[src/logic/rx_err_pkg.sv]
`default_nettype none
package rx_err_pkg;
  localparam int VC_W     = 2;
  localparam int NUM_VC   = 4;
  localparam int LANES    = 4;
  localparam int SYND_W   = 6;
  localparam int DT_W     = 6;
  localparam int CRC_W    = 16;

  localparam logic [VC_W-1:0] VC_ZERO = 2'h0;

  // data type codes: short synchronisation, generic short and long packet ranges
  localparam logic [DT_W-1:0] DT_FRAME_START = 6'h00;
  localparam logic [DT_W-1:0] DT_FRAME_END   = 6'h01;
  localparam logic [DT_W-1:0] DT_SYNC_LAST   = 6'h07;
  localparam logic [DT_W-1:0] DT_GENERIC_LO  = 6'h08;
  localparam logic [DT_W-1:0] DT_GENERIC_HI  = 6'h0F;
  localparam logic [DT_W-1:0] DT_LONG_LO     = 6'h10;
  // last implemented long packet code; codes above it are not implemented
  localparam logic [DT_W-1:0] DT_LONG_HI     = 6'h37;

  typedef enum logic [1:0] {
    hdr_clean,
    hdr_corrected,
    hdr_double
  } hdr_class_e;

  // one decoded packet header as delivered by the header decoder
  typedef struct packed {
    logic              valid;
    logic [VC_W-1:0]   vc;
    logic [DT_W-1:0]   dt;
    logic [SYND_W-1:0] syndrome;
    logic              one_bit;
  } header_s;

  // end of payload with received and computed checksums
  typedef struct packed {
    logic             valid;
    logic [VC_W-1:0]  vc;
    logic [CRC_W-1:0] received;
    logic [CRC_W-1:0] computed;
  } payload_s;

  typedef enum logic [1:0] {
    vc_idle,
    vc_in_frame,
    vc_after_end
  } vc_state_e;
endpackage
`default_nettype wire

[src/logic/rx_packet_error_tracker.sv]
`default_nettype none
module rx_packet_error_tracker (
  input  wire logic                                   clock,
  input  wire logic                                   rstn,
  input  wire logic                                   received_byte_clock,
  input  wire rx_err_pkg::header_s                    header,
  input  wire rx_err_pkg::payload_s                   payload,
  input  wire logic                                   leader_sync_lost_error,
  input  wire logic [rx_err_pkg::LANES-1:0]           lane_stop_state,
  input  wire logic                                   data_valid_in,
  output logic                                        header_double_error,
  output logic                                        header_corrected_flag,
  output logic                                        header_clean_flag,
  output logic                                        payload_checksum_error,
  output logic [rx_err_pkg::NUM_VC-1:0]               unknown_packet_type_error,
  output logic [rx_err_pkg::NUM_VC-1:0]               frame_pairing_error,
  output logic [rx_err_pkg::VC_W-1:0]                 frame_pairing_vc,
  output logic [rx_err_pkg::NUM_VC-1:0]               frame_payload_error,
  output logic                                        discarding,
  output logic                                        data_valid_out,
  output logic [rx_err_pkg::LANES-1:0]                lane_ready,
  output logic                                        byte_clock_seen
);
  // link-side inputs resampled on the system clock
  logic [rx_err_pkg::LANES-1:0] stop_sync;
  logic                         sync_lost_sync;
  logic                         bclk_sync;
  logic                         bclk_prev;
  logic                         sync_lost_prev;

  rx_sync2 #(.W(rx_err_pkg::LANES + 2)) u_sync (
    .clock (clock),
    .rstn  (rstn),
    .d     ({lane_stop_state, leader_sync_lost_error, received_byte_clock}),
    .q     ({stop_sync, sync_lost_sync, bclk_sync})
  );

  // the pulse spans one byte clock, so catch its rising edge only
  wire sync_lost_evt = sync_lost_sync & ~sync_lost_prev;
  wire all_stopped   = &stop_sync;

  function automatic logic dt_known(input logic [rx_err_pkg::DT_W-1:0] dt);
    dt_known = (dt <= rx_err_pkg::DT_SYNC_LAST)
      || (dt >= rx_err_pkg::DT_GENERIC_LO && dt <= rx_err_pkg::DT_GENERIC_HI)
      || (dt >= rx_err_pkg::DT_LONG_LO && dt <= rx_err_pkg::DT_LONG_HI);
  endfunction

  function automatic logic [rx_err_pkg::NUM_VC-1:0] vc_hot(
    input logic [rx_err_pkg::VC_W-1:0] vc
  );
    vc_hot = '0;
    vc_hot[vc] = 1'b1;
  endfunction

  // header classification from the syndrome
  wire hdr_zero    = header.syndrome == '0;
  wire hdr_dbl     = header.valid & ~hdr_zero & ~header.one_bit;
  wire hdr_cor     = header.valid & ~hdr_zero & header.one_bit;
  wire hdr_cln     = header.valid & hdr_zero;
  wire crc_bad     = payload.valid & (payload.received != payload.computed);

  // while discarding no headers or checksum errors reach the channel machines; link loss still does
  wire hdr_usable  = (hdr_cln | hdr_cor) & ~discarding;
  wire is_start    = hdr_usable & (header.dt == rx_err_pkg::DT_FRAME_START);
  wire is_end      = hdr_usable & (header.dt == rx_err_pkg::DT_FRAME_END);
  wire id_unknown  = hdr_usable & ~dt_known(header.dt);

  wire [rx_err_pkg::NUM_VC-1:0] hdr_sel = vc_hot(header.vc);
  wire [rx_err_pkg::NUM_VC-1:0] pay_sel = vc_hot(payload.vc);

  wire next_discarding = (hdr_dbl | sync_lost_evt) ? 1'b1 :
                         (all_stopped ? 1'b0 : discarding);

  wire [rx_err_pkg::NUM_VC-1:0] pair_raw;
  wire [rx_err_pkg::NUM_VC-1:0] data_raw;
  wire [rx_err_pkg::NUM_VC-1:0] id_raw;

  // one protocol tracker per virtual channel
  genvar g;
  generate
    for (g = 0; g < rx_err_pkg::NUM_VC; g++)
    begin : g_vc
      rx_vc_tracker u_trk (
        .clock              (clock),
        .rstn               (rstn),
        .frame_start_packet (is_start & hdr_sel[g]),
        .frame_end_packet   (is_end & hdr_sel[g]),
        .data_bad           (crc_bad & ~discarding & pay_sel[g]),
        .id_bad             (id_unknown & hdr_sel[g]),
        .link_lost          (sync_lost_evt),
        .pairing_error      (pair_raw[g]),
        .payload_error      (data_raw[g]),
        .id_error           (id_raw[g])
      );
    end
  endgenerate

  // lowest channel with a pairing error names the channel
  logic [rx_err_pkg::VC_W-1:0] pair_vc;
  always_comb
  begin
    pair_vc = rx_err_pkg::VC_ZERO;
    for (int i = rx_err_pkg::NUM_VC - 1; i >= 0; i--)
      if (pair_raw[i])
        pair_vc = i[rx_err_pkg::VC_W-1:0];
  end

  always_ff @(posedge clock or negedge rstn)
  begin
    if (!rstn)
    begin
      bclk_prev      <= 1'b0;
      sync_lost_prev <= 1'b0;
      discarding     <= 1'b0;
    end
    else
    begin
      bclk_prev      <= bclk_sync;
      sync_lost_prev <= sync_lost_sync;
      discarding     <= next_discarding;
    end
  end

  always_ff @(posedge clock or negedge rstn)
  begin
    if (!rstn)
    begin
      header_double_error       <= 1'b0;
      header_corrected_flag     <= 1'b0;
      header_clean_flag         <= 1'b0;
      payload_checksum_error    <= 1'b0;
      unknown_packet_type_error <= '0;
      frame_pairing_error       <= '0;
      frame_pairing_vc          <= rx_err_pkg::VC_ZERO;
      frame_payload_error       <= '0;
      data_valid_out            <= 1'b0;
      lane_ready                <= '0;
      byte_clock_seen           <= 1'b0;
    end
    else
    begin
      header_double_error       <= hdr_dbl;
      header_corrected_flag     <= hdr_cor;
      header_clean_flag         <= hdr_cln & ~discarding;
      payload_checksum_error    <= crc_bad;
      unknown_packet_type_error <= id_raw;
      frame_pairing_error       <= pair_raw;
      frame_pairing_vc          <= pair_vc;
      frame_payload_error       <= data_raw;
      data_valid_out            <= data_valid_in & ~next_discarding;
      lane_ready                <= stop_sync;
      byte_clock_seen           <= bclk_sync & ~bclk_prev;
    end
  end
endmodule
`default_nettype wire

[src/logic/rx_sync2.sv]
`default_nettype none
module rx_sync2 #(
  parameter int W = 1
) (
  input  wire logic         clock,
  input  wire logic         rstn,
  input  wire logic [W-1:0] d,
  output logic      [W-1:0] q
);
  logic [W-1:0] meta;

  always_ff @(posedge clock or negedge rstn)
  begin
    if (!rstn)
    begin
      meta <= '0;
      q    <= '0;
    end
    else
    begin
      meta <= d;
      q    <= meta;
    end
  end
endmodule
`default_nettype wire

[src/logic/rx_vc_tracker.sv]
`default_nettype none
module rx_vc_tracker (
  input  wire logic clock,
  input  wire logic rstn,
  input  wire logic frame_start_packet,
  input  wire logic frame_end_packet,
  input  wire logic data_bad,
  input  wire logic id_bad,
  input  wire logic link_lost,
  output logic      pairing_error,
  output logic      payload_error,
  output logic      id_error
);
  rx_err_pkg::vc_state_e state;
  rx_err_pkg::vc_state_e next_state;
  logic                  dirty;
  logic                  next_pairing;
  logic                  next_dirty;

  always_comb
  begin
    next_state   = state;
    next_pairing = 1'b0;
    case (state)
      rx_err_pkg::vc_idle:
      begin
        if (frame_start_packet)
          next_state = rx_err_pkg::vc_in_frame;
        else if (frame_end_packet)
          next_pairing = 1'b1;
      end
      rx_err_pkg::vc_in_frame:
      begin
        if (frame_start_packet)
          next_pairing = 1'b1;
        else if (frame_end_packet)
          next_state = rx_err_pkg::vc_after_end;
      end
      rx_err_pkg::vc_after_end:
      begin
        if (frame_start_packet)
          next_state = rx_err_pkg::vc_in_frame;
        else if (frame_end_packet)
          next_pairing = 1'b1;
      end
      default:
        next_state = rx_err_pkg::vc_idle;
    endcase
    if (link_lost)
    begin
      next_state   = rx_err_pkg::vc_idle;
      next_pairing = 1'b1;
    end
  end

  // payload errors gathered since the previous frame end
  assign next_dirty = frame_end_packet ? 1'b0 : (dirty | data_bad);

  always_ff @(posedge clock or negedge rstn)
  begin
    if (!rstn)
    begin
      state         <= rx_err_pkg::vc_idle;
      dirty         <= 1'b0;
      pairing_error <= 1'b0;
      payload_error <= 1'b0;
      id_error      <= 1'b0;
    end
    else
    begin
      state         <= next_state;
      dirty         <= next_dirty;
      pairing_error <= next_pairing;
      payload_error <= frame_end_packet ? (dirty | data_bad) : payload_error | data_bad;
      id_error      <= id_bad | (id_error & ~frame_end_packet);
    end
  end
endmodule
`default_nettype wire

[config.mk]
export PLATFORM = sky130hd
export DESIGN_NAME = rx_packet_error_tracker
export DESIGN_NICKNAME = d
export VERILOG_FILES = /design/src/logic/rx_err_pkg.sv /design/src/logic/rx_packet_error_tracker.sv /design/src/logic/rx_sync2.sv /design/src/logic/rx_vc_tracker.sv
export SDC_FILE = /design/constraint.sdc
export NUM_CORES = 1
export LEC_CHECK = 0
export ABC_AREA = 1
export BUFFER_PORTS_ARGS = -buffer_cell sky130_fd_sc_hd__buf_2
export CORE_ASPECT_RATIO = 1.4
export CORE_MARGIN = 4
export CORE_UTILIZATION = 40
export DETAILED_ROUTE_END_ITERATION = 6
export MAX_ROUTING_LAYER = met4
export PLACE_DENSITY = 0.75
export SYNTH_ARGS = -nofsm -noshare
export SYNTH_HDL_FRONTEND = slang
export SYNTH_SLANG_ARGS = --single-unit
[constraint.sdc]
create_clock -name clock -period 1.7 [get_ports clock]
set_input_delay 0.34 -clock clock [delete_from_list [all_inputs] [get_ports clock]]
set_output_delay 0.34 -clock clock [all_outputs]
set_load 0.02 [all_outputs]
### Yosys cells after proc, flatten, opt, wreduce, memory -nomap -nowiden

Index checks and enable logic that the tools add are counted.

* flip-flop bits (word level): 63
* bits in latches: 0
* RAM bits: 0
* memory bits (read-only): 0
* input bits: 60
* memories kept: 0

* $add $sub $neg: 0
* multipliers: 0
* divide/modulo/power cells: 0
* magnitude comparators: 9
* equal/unequal tests: 22
* shifts and indexed selects: 0
* muxes and demuxes: 58
* bitwise logic cells: 59
* reduce and logical (&&, ||, !) cells: 21

Operator list (number)
* 2-bit two-way mux: 20
* 1-bit bitwise AND: 34
* 1-bit two-way mux: 28
* 16-bit inequality test: 1
* 2-bit one-hot mux with 2 select lines: 4
* 1-bit OR: 14
* 6-bit zero test: 2
* 3-bit by 1-bit inequality test with 1-bit output, second input constant: 4
* 3-bit by 2-bit inequality test with 1-bit output, second input constant: 4
* 3-bit inequality test, second input constant: 4
* 3-bit AND reduction: 4
* 1-bit NOT: 11
* 2-bit by 1-bit equality test with 1-bit output, second input constant: 4
* 2-bit equality test, second input constant: 4
* 2-bit zero test: 4
* 1-bit one-hot mux with 2 select lines: 4
* 2-bit OR reduction: 4
* 6-bit by 1-bit equality test with 1-bit output, second input constant: 1
* 6-bit by 4-bit >= comparator with 1-bit output, second input constant: 1
* 6-bit by 5-bit >= comparator with 1-bit output, second input constant: 1
* 6-bit by 3-bit less-or-equal comparator with 1-bit output, second input constant: 1
* 6-bit by 4-bit less-or-equal comparator with 1-bit output, second input constant: 1
* 6-bit less-or-equal comparator, second input constant: 1
* 2-bit by 3-bit < comparator with 1-bit output, second input constant: 2
* 5 further kinds: 11

### Logic depth before layout (Yosys ltp)

Gate-level depths: netlist (run 1).

* depth after elaboration: 12
* gate-level depth with buffers: 9
* gate-level depth less buffers: 9

### Cells and area by module

From an unflattened synthesis (run 1), not the netlist that was laid out.

* cells, all modules: 313
* area, all modules: 2671.3 sq um

By module, submodules not included
* rx_packet_error_tracker: instances 1, cells each 181, area an instance 1325.0 sq um, seq. area each 675.6 sq um
* rx_vc_tracker: instances 4, cells each 30, area an instance 261.5 sq um, seq. area each 150.1 sq um
* rx_sync2: instances 1, cells each 12, area an instance 300.3 sq um, seq. area each 300.3 sq um

### Worst setup path after synthesis (run 1)

OpenSTA, ideal clock, no wires.

* path type: input port to flip-flop
* start point: input header[4] (netlist bit)
* end point: register g_vc[1].u_trk.payload_error
* setup time: 0.123 ns
* arrival: 1.229 ns
* data required time: 1.577 ns
* setup slack: 0.348 ns
* cell stages on the path: 8
* path through: nor2_1 -> nand3_2 -> a21oi_4 -> nand4_1 -> clkinv_2 -> nand2_1 -> o21ai_0 -> nand2_1

* word-level cells in the longest chain between the ends: 9

RTL lines
* from (decl): line rx_packet_error_tracker.sv:6 `input wire rx_err_pkg::header_s header,`
* 6-bit zero test (*): line rx_packet_error_tracker.sv:56 `wire hdr_zero = header.syndrome == '0;`
* 1-bit NOT: line rx_packet_error_tracker.sv:58 `wire hdr_cor = header.valid & ~hdr_zero & header.one_bit;`
* 1-bit bitwise AND (2 in a row): line rx_packet_error_tracker.sv:58
* 1-bit OR (*): line rx_packet_error_tracker.sv:63 `wire hdr_usable = (hdr_cln | hdr_cor) & ~discarding;`
* 1-bit bitwise AND (*): line rx_packet_error_tracker.sv:63
* 1-bit bitwise AND (*): line rx_packet_error_tracker.sv:65 `wire is_end = hdr_usable & (header.dt == rx_err_pkg::DT_FRAME_END);`
* 1-bit bitwise AND (*): line rx_packet_error_tracker.sv:87 `.frame_end_packet (is_end & hdr_sel[g]),`
* 1-bit two-way mux (*): line rx_vc_tracker.sv:74 `payload_error <= frame_end_packet ? (dirty | data_bad) : payload_error | data_bad;`
* to (signal assigned): line rx_vc_tracker.sv:74
* to (decl): line rx_vc_tracker.sv:11 `output logic payload_error,`

Every way passes the cells marked *; elsewhere a longest branch is shown, timed or not.
A chain may end at the register's enable or synchronous reset.

### Worst setup path after layout (run 1)

* start point: register discarding
* end point: register g_vc[2].u_trk.payload_error

* word-level cells in the longest chain between the ends: 5

RTL lines
* from (decl): line rx_packet_error_tracker.sv:19 `output logic discarding,`
* from (signal assigned): line rx_packet_error_tracker.sv:120 `discarding <= next_discarding;`
* 1-bit NOT (*): line rx_packet_error_tracker.sv:63, rx_packet_error_tracker.sv:88
* 1-bit bitwise AND, on equally long branches: line rx_packet_error_tracker.sv:88, rx_packet_error_tracker.sv:63
* 1-bit bitwise AND, on equally long branches: line rx_packet_error_tracker.sv:88, rx_packet_error_tracker.sv:65
* 1-bit OR or 1-bit bitwise AND (tied branches): line rx_vc_tracker.sv:74, rx_packet_error_tracker.sv:87
* 1-bit two-way mux (*): line rx_vc_tracker.sv:74
* to (signal assigned): line rx_vc_tracker.sv:74
* to (decl): line rx_vc_tracker.sv:11

Marks and branches as above.

==> summary.md, run 1 <==
| Metric | Value |
|---|---|
| Slew headroom | `73.6%` |
| # rows | `34` |
| Setup Skew | `0.00780 ns` |
| CTS max path bufs | `2` |
| Post-synthesis mux area share | `0%` |
| Vias in the first global route | `2020` |
| Most frequent cell after synthesis | `nand2_1` |
| Setup crit end kind | `flip-flop` |
| CTS H-tree depth | `3` |
| Routed len/inst | `10.3 microns` |
| Worst EP required | `1.91 ns` |
| Diode count | `0` |
| LEAKAGE | `0.00197 uW` |
| Synth Area in Simple Gates | `25.9%` |
| Max VDD drop | `0.000425 V` |
| Die width | `76.6 microns` |
| CTS Buf Count | `9` |
| Core Box Area | `0.00630 sq mm` |
| Drt drc | `0` |
| Port buffer count | `84` |
| Final setup fails | `0` |
| Setup TNS | `0 ns` |
| Syn. warnings | `0` |
| Max cap viols | `0` |
| Yosys reg bits | `63` |
| Nets | `459` |
| Commonest register cell after synthesis | `dfrtp_1` |
| Hold buffers post-CTS | `0` |
| Worst hold margin | `0.00217 ns` |
| I/O pins | `85` |
| Largest net degree at the start of global routing | `64` |
| Reg2reg setup slack | `0.28 ns` |
| PD cells | `991 mW/mm^2` |
| Period utilization | `83.5%` |
| Max-slew violations | `0` |
| Antenna viol nets, final | `0` |
| CP max FO | `13` |
| Initial Utilization | `41.9%` |
| Finished Core Util | `53.5%` |
| Grt total ovfl | `0` |
| Hold crit path type | `input pin to asynchronous set/reset pin` |
| Synthesized area per cell | `8.67 sq um` |
| Die height | `104 microns` |
| 1st-iter DRT viols | `106` |
| CTS tree | `yes` |
| Final instance area | `0.00337 sq mm` |
| Post-synthesis async set-or-reset flop share | `100%` |
| Post-Synth Adder-Cell Area | `0%` |
| Post-Synth XOR/XNOR Area | `0%` |
| CTS Root Cell | `clkbuf_8` |
| Initial antenna violation count | `0` |
| Layout cells sized above 1 | `27.5%` |
| CTS clk-pin slew, worst paths | `0.07 ns` |
| Worst setup path class | `flip-flop to flip-flop` |
| Synth Net Count | `364` |
| Mapped Cells | `304` |
| Startpoint types | `flip-flop` |
| Leading post-synthesis cells by cell area | `dfrtp_1 60%, nand2_1 12%, inv_1 7.5%` |
| GP Congestion | `0.834` |
| Total GRT Usage | `13.6%` |
| Unrepaired setup endpoints after global routing | `false` |
| Yosys top cell by area | `dfrtp_1` |
| Largest family of logic cells by synthesized area | `simple AND/OR/NAND/NOR gates` |
| Data arrival, critical path | `1.63 ns` |
| Fmax | `705 MHz` |
| First-pass GRT wire length | `8330 microns` |
| Final Hold Fails | `0` |
| Post-Place Cell Area | `0.00316 sq mm` |
| DRT Wirelength | `4920 microns` |
| Post-synthesis sequential area ratio | `59.8%` |
| Die area | `0.00797 sq mm` |
| Synthesized area | `0.00264 sq mm` |
| Top-area cell type share of the netlist area | `59.8%` |
| Post-CTS Setup Bufs | `0` |
| Total power | `3340 uW` |
| Vias | `2177` |
| Vias per cell | `4.57` |
| Number of synthesized flops with an enable pin | `0` |
| Post-cts resize count | `0` |
| Skew-Pair Late Insertion Delay | `0.33 ns` |
| P&R area growth vs syn | `27.9%` |
| DP HPWL | `3930 microns` |
| Sink Count | `63` |
| Cell variety after synth | `23` |
| DR pass1 iterations | `4` |
| Most frequent cells after synthesis | `87 x nand2_1, 63 x dfrtp_1, 53 x inv_1` |
| Status | `completed` |
| Worst Tran Pin Value | `0.396 ns` |
| Compound-Gate Fraction of Synth Area | `5.51%` |
| Tmin final | `1.42 ns` |
[cell families after synthesis]
kind of cell | count (synthesis)
buffers and inverters | 58
flip-flops | 63
AND/OR/NAND/NOR | 162
AO/OA/AOI/OAI | 21
[metal layers]
metal  vias up  share of wire (%)  global-route usage, %
li1       1130                  -                      -
met1       967                 39                   13.1
met2        70                 53                   24.5
met3        10                6.8                   4.59
met4         0                1.9                   5.44
met5         -                  0                      -
[cells in the final DEF, fill, tap and decap left out, types with 6 or more instances in the layout]
| cell | Yosys | final |
|---|---|---|
| buf_2 | 0 | 84 |
| clkbuf_8 | 1 | 11 |
| dfrtp_1 | 63 | 63 |
| inv_1 | 53 | 53 |
| nand2_1 | 87 | 87 |
| nand3_1 | 6 | 6 |
| nand4_1 | 11 | 11 |
| nor2_1 | 46 | 46 |
[state kept, by name, indices dropped and copies added, names as in the netlist, 4 cells and up]
signal and cells:
frame_pairing_error 4, g_vc.u_trk.pairing_error 4, frame_payload_error 4, u_sync.meta 6, g_vc.u_trk.id_error 4, unknown_packet_type_error 4, g_vc.u_trk.state 8, g_vc.u_trk.payload_error 4
g_vc.u_trk.dirty 4, u_sync.q 6, lane_ready 4
[path summary, 6_finish.rpt]
check,start,end,depth (start not counted)
worst max-delay path,discarding,g_vc[2].u_trk.payload_error,6
worst min-delay path,rstn,header_corrected_flag,2
worst max register to register,discarding,g_vc[2].u_trk.payload_error,6
worst min register to register,u_sync.meta[3],u_sync.q[3],0
max in group asynchronous,rstn,frame_payload_error[1],2
min in group clock,leader_sync_lost_error,u_sync.meta[1],1
[critical path, stage by stage (launching register included)]
cell and delay [ns]:
dfrtp_1 0.41, inv_1 0.32, nand4_1 0.24, clkinv_2 0.13, nand2_1 0.05, o21ai_0 0.08, nand2_1 0.06
[through the flow]
step	setup slack (ns)	cells
after floorplan	0.348	304
after global placement	0.129	460
after detailed placement	0.0427	460
after CTS	0.274	476
after global routing	0.124	476
final	0.281	476
[final cells by class]
class                   instances  area (sq um)
multi-input cells             183           828
fillers                       588          2930
clock buffers                  11           151
well taps                      72          90.1
clock inverters                 5          63.8
flip-flops and latches         63          1580
inverters                      56           213
repair buffers                 86           448
[power by group]
part	switching [uW]	internal, uW
Clock	555	769
Sequential	39.6	1600
Combinational	230	144
(Power assumes the default switching activity.)
==> run 2: changes to the inputs <==
--- a/config.mk
+++ b/config.mk
@@ -12,7 +12,7 @@
 export CORE_UTILIZATION = 40
 export DETAILED_ROUTE_END_ITERATION = 6
 export MAX_ROUTING_LAYER = met4
-export PLACE_DENSITY = 0.75
+export PLACE_DENSITY = 0.78
 export SYNTH_ARGS = -nofsm -noshare
 export SYNTH_HDL_FRONTEND = slang
 export SYNTH_SLANG_ARGS = --single-unit
==> constraint.sdc (replaced) <==
create_clock -name clock -period 1.2 [get_ports clock]
set_input_delay 0.24 -clock clock [delete_from_list [all_inputs] [get_ports clock]]
set_output_delay 0.24 -clock clock [all_outputs]
set_load 0.02 [all_outputs]
==> summary.md, run 2 (synthesis gave the netlist of run 1 again) <==
| Metric | Value |
|---|---|
| 1st-iter DRT viols | `206 (was 106)` |
| Core Box Area | `0.00630 sq mm (unchanged)` |
| Max cap viols | `0 (unchanged)` |
| Crit-path max cell delay | `0.43 ns (was 0.41 ns)` |
| Drt drc | `0 (unchanged)` |
| Slew headroom | `78.7% (was 73.6%)` |
| Skew-Pair Late Insertion Delay | `0.33 ns (about the same)` |
| Hold crit path type | `input pin to flip-flop (was input pin to asynchronous set/reset pin)` |
| CP bufs+invs | `2 (unchanged)` |
| CP max FO | `2 (was 13)` |
| PD cells | `1300 mW/mm^2 (was 991 mW/mm^2)` |
| Vias | `2321 (was 2177)` |
| Tmin final | `1.25 ns` |
| Final setup margin | `-0.0454 ns (was 0.281 ns)` |
| Layout cells sized above 1 | `33.1% (was 27.5%)` |
| Worst Tran Pin Value | `0.319 ns (was 0.396 ns)` |
| Startpoint types | `flip-flop (unchanged)` |
| Post-Place Cell Area | `0.00324 sq mm (was 0.00316 sq mm)` |
| Unrepaired setup endpoints after global routing | `true (was false)` |
| Total GRT Usage | `15.0% (was 13.6%)` |
| Critical Path Most Common Cell | `buf_6 (was nand2_1)` |
| Largest registers | `g_vc.u_trk.state: 8 flops, u_sync.meta: 6 flops, u_sync.q: 6 flops (unchanged)` |
| Largest net degree at the start of global routing | `64 (unchanged)` |
| Final setup fails | `1 (was 0)` |
| Nets | `481 (was 459)` |
| DP HPWL | `4000 microns (was 3930 microns)` |
| Fill cells | `565 (was 588)` |
| Initial Utilization | `41.9% (unchanged)` |
| Period utilization | `104%` |
| Violated checks | `negative setup slack` |
| Reg2reg setup slack | `0.04 ns (was 0.28 ns)` |
| Most common cell after layout, fill and taps aside | `nand2_1 (unchanged)` |
| CP max stage cell | `dfrtp_2 (was dfrtp_1)` |
| Max-slew violations | `0 (unchanged)` |
| CTS clk-pin slew, worst paths | `0.07 ns (about the same)` |
| Max VDD drop | `0.000480 V (was 0.000425 V)` |
| First-pass GRT wire length | `9280 microns (was 8330 microns)` |
| DRT Wirelength | `5670 microns (was 4920 microns)` |
| CTS Buf Count | `9 (unchanged)` |
| Worst EP required | `0.96 ns (was 1.91 ns)` |
| Max reg flops | `8 (unchanged)` |
| CTS H-tree depth | `3 (unchanged)` |
| GP Congestion | `0.792 (was 0.834)` |
| Final Hold Fails | `0 (unchanged)` |
| Die height | `104 microns (unchanged)` |
| Die area | `0.00797 sq mm (unchanged)` |
| LEAKAGE | `0.00207 uW (was 0.00197 uW)` |
| Die width | `76.6 microns (unchanged)` |
| Routed len/inst | `11.4 microns (was 10.3 microns)` |
| Antenna viol nets, final | `0 (unchanged)` |
| Diode count | `0 (unchanged)` |
| # rows | `34 (unchanged)` |
| Setup crit end kind | `output port (was flip-flop)` |
| Final instance area | `0.00362 sq mm (was 0.00337 sq mm)` |
| Most frequent cells in the layout | `86 x nand2_1, 83 x buf_2, 62 x dfrtp_1, 52 x inv_1, 39 x nor2_1 (was 87 x nand2_1, 84 x buf_2, 63 x dfrtp_1, 53 x inv_1, 46 x nor2_1)` |
| Worst setup path class | `flip-flop to output port (was flip-flop to flip-flop)` |
| CP Cell Sequence | `buf_6, buf_6 (was inv_1, nand4_1, clkinv_2, nand2_1, o21ai_0, nand2_1)` |
| Vias per cell | `4.66 (was 4.57)` |
| Pre-CTS setup slack | `-0.327 ns (was 0.0427 ns)` |
| Post-route insts no fill | `498 (was 476)` |
| DR pass1 iterations | `5 (was 4)` |
| Fmax | `803 MHz` |
| CTS tree | `yes (unchanged)` |
| I/O pins | `85 (unchanged)` |
| Sink Count | `63 (unchanged)` |
| Vias in the first global route | `2171 (was 2020)` |
| Initial antenna violation count | `0 (unchanged)` |
| Grt total ovfl | `0 (unchanged)` |
| CTS max path bufs | `2 (unchanged)` |
| CTS Root Cell | `clkbuf_8 (unchanged)` |
| Setup Skew | `0.00470 ns (was 0.00780 ns)` |
| Biggest register | `g_vc.u_trk.state (unchanged)` |
| Placed insts | `468 (was 460)` |
| CP delay by family, top | `flip-flops (was buffers and inverters)` |
| Port buffer count | `84 (unchanged)` |
| Status | `finished with violations (was completed)` |
| P&R area growth vs syn | `37.2% (was 27.9%)` |
| Data arrival, critical path | `1.01 ns (was 1.63 ns)` |
## run 2: routing by layer
metal	GRT usage (%)	up-vias	share of wire, %
met3	3.21	8	6.8
met5	-	-	0
met2	25.8	84	53
met4	7.90	0	1.8
li1	-	1173	-
met1	15.9	1056	38
## run 2: path summary, 6_finish.rpt
check,end,cells after the start,startpoint
worst max register to register,g_vc[2].u_trk.payload_error,6,discarding
worst min register to register,u_sync.q[2],0,u_sync.meta[2]
worst max-delay path,discarding,2,discarding
min in group asynchronous,header_clean_flag,3,rstn
max in group asynchronous,discarding,3,rstn
worst min-delay path,header_double_error,2,header[0]
## run 2: cell type report
class / instances / area, sq um / area share (%)
Multi-Input combinational cell: 184 / 900 / 24.9
Clock buffer: 9 / 124 / 3.43
Tap cell: 72 / 90.1 / 2.49
Clock inverter: 7 / 72.6 / 2.01
Timing Repair Buffer: 107 / 637 / 17.6
Sequential cell: 63 / 1580 / 43.6
Inverter: 56 / 215 / 5.95
## run 2: power by group
group / total, uW / switching (uW) / internal, uW
Clock: 1780 / 818 / 960
Combinational: 600 / 353 / 246
Sequential: 2320 / 55.7 / 2270
Total: 4700 / 1230 / 3470
## run 2: what timing repair did
item / CTS / global route
setup buffers: 1 / 5
endpoints found under the hold margin: 68 / 1
hold buffers: 6 / 1
gates cloned: 0 / 1
pin swaps: 0 / 6
gates resized for setup: 3 / 14
endpoints found under the setup margin: 1 / 16
## run 2: per-stage QoR
step           power [uW]  util, %  TNS [ns]  hold slack [ns]
6_report             4700     57.4   -0.0454           0.0922
5_1_grt              4940     57.4    -0.259           0.0815
3_3_place_gp         2910     51.5     -4.15            0.266
3_5_place_dp         2930     51.5     -5.28            0.274
2_1_floorplan        2630        -    -0.132          -0.0556
4_1_cts              4740     55.8   -0.0457         0.000367
==> run 3: changes to the inputs <==
--- a/config.mk
+++ b/config.mk
@@ -8,7 +8,6 @@
 export ABC_AREA = 1
 export BUFFER_PORTS_ARGS = -buffer_cell sky130_fd_sc_hd__buf_2
 export CORE_ASPECT_RATIO = 1.4
-export CORE_MARGIN = 4
 export CORE_UTILIZATION = 40
 export DETAILED_ROUTE_END_ITERATION = 6
 export MAX_ROUTING_LAYER = met4
==> summary.md, run 3 (synthesis gave the netlist of run 1 again) <==
| Metric | Value |
|---|---|
| Nets | `479 (was 481)` |
| Worst Hold Depth | `1 (was 2)` |
| Initial antenna violation count | `0 (unchanged)` |
| Total power | `4900 uW (was 4700 uW)` |
| Worst setup path class | `flip-flop to output port (unchanged)` |
| CP bufs+invs | `2 (unchanged)` |
| CTS Root Cell | `clkbuf_8 (unchanged)` |
| CTS Buf Count | `9 (unchanged)` |
| Layout cells sized above 1 | `33.0% (was 33.1%)` |
| Final setup margin | `-0.0537 ns (was -0.0454 ns)` |
| Placed insts | `468 (unchanged)` |
| Die height | `98.0 microns (was 104 microns)` |
| CTS tree | `yes (unchanged)` |
| Routed len/inst | `10.7 microns (was 11.4 microns)` |
| Die area | `0.00692 sq mm (was 0.00797 sq mm)` |
| Vias | `2296 (was 2321)` |
| CTS clk-pin slew, worst paths | `0.07 ns (about the same)` |
| Final Hold Fails | `0 (unchanged)` |
| Fmax | `798 MHz (was 803 MHz)` |
| LEAKAGE | `0.00207 uW (about the same)` |
| Finished Core Util | `57.4% (about the same)` |
| CTS max path bufs | `2 (unchanged)` |
| Biggest register | `g_vc.u_trk.state (unchanged)` |
| Setup crit end kind | `output port (unchanged)` |
| Skew-Pair Late Insertion Delay | `0.34 ns (was 0.33 ns)` |
| Most frequent cells in the layout | `86 x nand2_1, 84 x buf_2, 62 x dfrtp_1, 51 x inv_1, 38 x nor2_1 (was 86 x nand2_1, 83 x buf_2, 62 x dfrtp_1, 52 x inv_1, 39 x nor2_1)` |
| CP max stage cell | `dfrtp_2 (unchanged)` |
| Largest net degree at the start of global routing | `64 (unchanged)` |
| Drt drc | `10 (was 0)` |
| Most common cell after layout, fill and taps aside | `nand2_1 (unchanged)` |
| Crit-path max cell delay | `0.43 ns (about the same)` |
| Antenna viol nets, final | `0 (unchanged)` |
| Slew headroom | `79.3% (was 78.7%)` |
| PD cells | `1360 mW/mm^2 (was 1300 mW/mm^2)` |
| 1st-iter DRT viols | `137 (was 206)` |
| Hold Startpoint | `leader_sync_lost_error (was header[0])` |
| Vias per cell | `4.63 (was 4.66)` |
| Vias in the first global route | `2214 (was 2171)` |
| Total GRT Usage | `16.7% (was 15.0%)` |
| CP max FO | `2 (unchanged)` |
| Hold crit path type | `input pin to flip-flop (unchanged)` |
| Worst r2r src | `discarding (unchanged)` |
| # rows | `34 (unchanged)` |
| GR met1 Demand/Resource | `17.8% (was 15.9%)` |
| Sink Count | `63 (unchanged)` |
| Status | `finished with violations (unchanged)` |
| M3 GR Usage | `3.41% (was 3.21%)` |
| Period utilization | `104% (about the same)` |
| Largest registers | `g_vc.u_trk.state: 8 flops, u_sync.meta: 6 flops, u_sync.q: 6 flops (unchanged)` |
| Tmin final | `1.25 ns (about the same)` |
| FF-to-FF path depth | `6 (unchanged)` |
| First-pass GRT wire length | `8800 microns (was 9280 microns)` |
| CP Cell Sequence | `buf_6, buf_6 (unchanged)` |
| DR pass1 iterations | `6 (was 5)` |
| Data arrival, critical path | `1.01 ns (about the same)` |
| Reg2reg end | `g_vc[2].u_trk.payload_error (unchanged)` |
| Pre-CTS setup slack | `-0.366 ns (was -0.327 ns)` |
| Grt total ovfl | `0 (unchanged)` |
| DRT Wirelength | `5310 microns (was 5670 microns)` |
| GRT busiest layer | `met2 (unchanged)` |
| CP delay by family, top | `flip-flops (unchanged)` |
| Fill cells | `543 (was 565)` |
| Setup Skew | `0.00553 ns (was 0.00470 ns)` |
| Die width | `70.6 microns (was 76.6 microns)` |
| Core Box Area | `0.00630 sq mm (unchanged)` |
| Worst EP required | `0.96 ns (about the same)` |
| Setup TNS | `-0.0537 ns (was -0.0454 ns)` |
| Unrepaired setup endpoints after global routing | `true (unchanged)` |
| DP HPWL | `3830 microns (was 4000 microns)` |
| Reg2reg setup slack | `0.01 ns (was 0.04 ns)` |
| Diode count | `0 (unchanged)` |
| Max reg flops | `8 (unchanged)` |
| Final setup fails | `1 (unchanged)` |
| Worst Tran Pin Value | `0.311 ns (was 0.319 ns)` |
| Max-slew violations | `0 (unchanged)` |
| Max VDD drop | `0.000543 V (was 0.000480 V)` |
| Initial Utilization | `41.9% (unchanged)` |
| Violated checks | `design-rule violations, negative setup slack (was negative setup slack)` |
| Startpoint types | `flip-flop (unchanged)` |
| Critical Path Most Common Cell | `buf_6 (unchanged)` |
| Hold Path End | `u_sync.meta[1] (was header_double_error)` |
| I/O pins | `85 (unchanged)` |
| Port buffer count | `84 (unchanged)` |
| GP Congestion | `0.823 (was 0.792)` |
| Met2 Usage GRT | `28.8% (was 25.8%)` |
| Post-route insts no fill | `496 (was 498)` |
| CTS H-tree depth | `3 (unchanged)` |
| Max cap viols | `0 (unchanged)` |
| P&R area growth vs syn | `37.0% (was 37.2%)` |
run 3: cell type report:
class / instances / area [sq um] / share of cell area (%)
Sequential cell: 63 / 1580 / 43.7
Clock buffer: 9 / 124 / 3.43
Tap cell: 72 / 90.1 / 2.49
Multi-Input combinational cell: 184 / 890 / 24.6
Clock inverter: 7 / 97.6 / 2.70
Timing Repair Buffer: 105 / 617 / 17.1
Inverter: 56 / 215 / 5.96
run 3: worst max path at each step:
stage | start | end | cells past startpoint
finish | discarding | discarding | 2
global route | discarding | discarding | 2
CTS | discarding | g_vc[2].u_trk.payload_error | 6
detailed placement | header[6] | g_vc[2].u_trk.payload_error | 9
global placement | header[2] | g_vc[1].u_trk.payload_error | 9
floorplan | header[2] | g_vc[1].u_trk.payload_error | 8
run 3: timing repair:
action                     in CTS  in global routing
gates resized for setup         3                 13
cloned                          0                  2
setup buffers                   1                  3
hold buffers                    6                  0
setup endpoints to repair       2                 17
pin swaps                       0                  3
hold endpoints to repair       68                  0
run 3: layer usage:
metal	routed length, microns	vias to the layer above	part of all wire [%]
met3	267	11	5.0
met4	107	0	2.0
li1	-	1176	-
met2	2800	80	53
met5	0	-	0
met1	2140	1029	40
run 3: power by group:
group	internal, uW	total (uW)	switching [uW]
clock network	1170	1980	809
logic	245	595	350
registers	2270	2330	57.2
total	3680	4900	1220
run 3: per-stage QoR:
step | cell area [sq um] | hold slack [ns]
CTS | 3540 | 0.00422
global placement | 3240 | 0.266
detailed placement | 3240 | 0.270
global route | 3610 | 0.00252
floorplan | 2660 | -0.0556
finish | 3610 | 0.0154
run 3: worst register-to-register path, delay by kind of cell, from the launching register on:
family | cells | cell delay, ns
compound gates | 1 | 0.08
simple gates | 3 | 0.32
buf+inv | 2 | 0.25
flops | 1 | 0.43
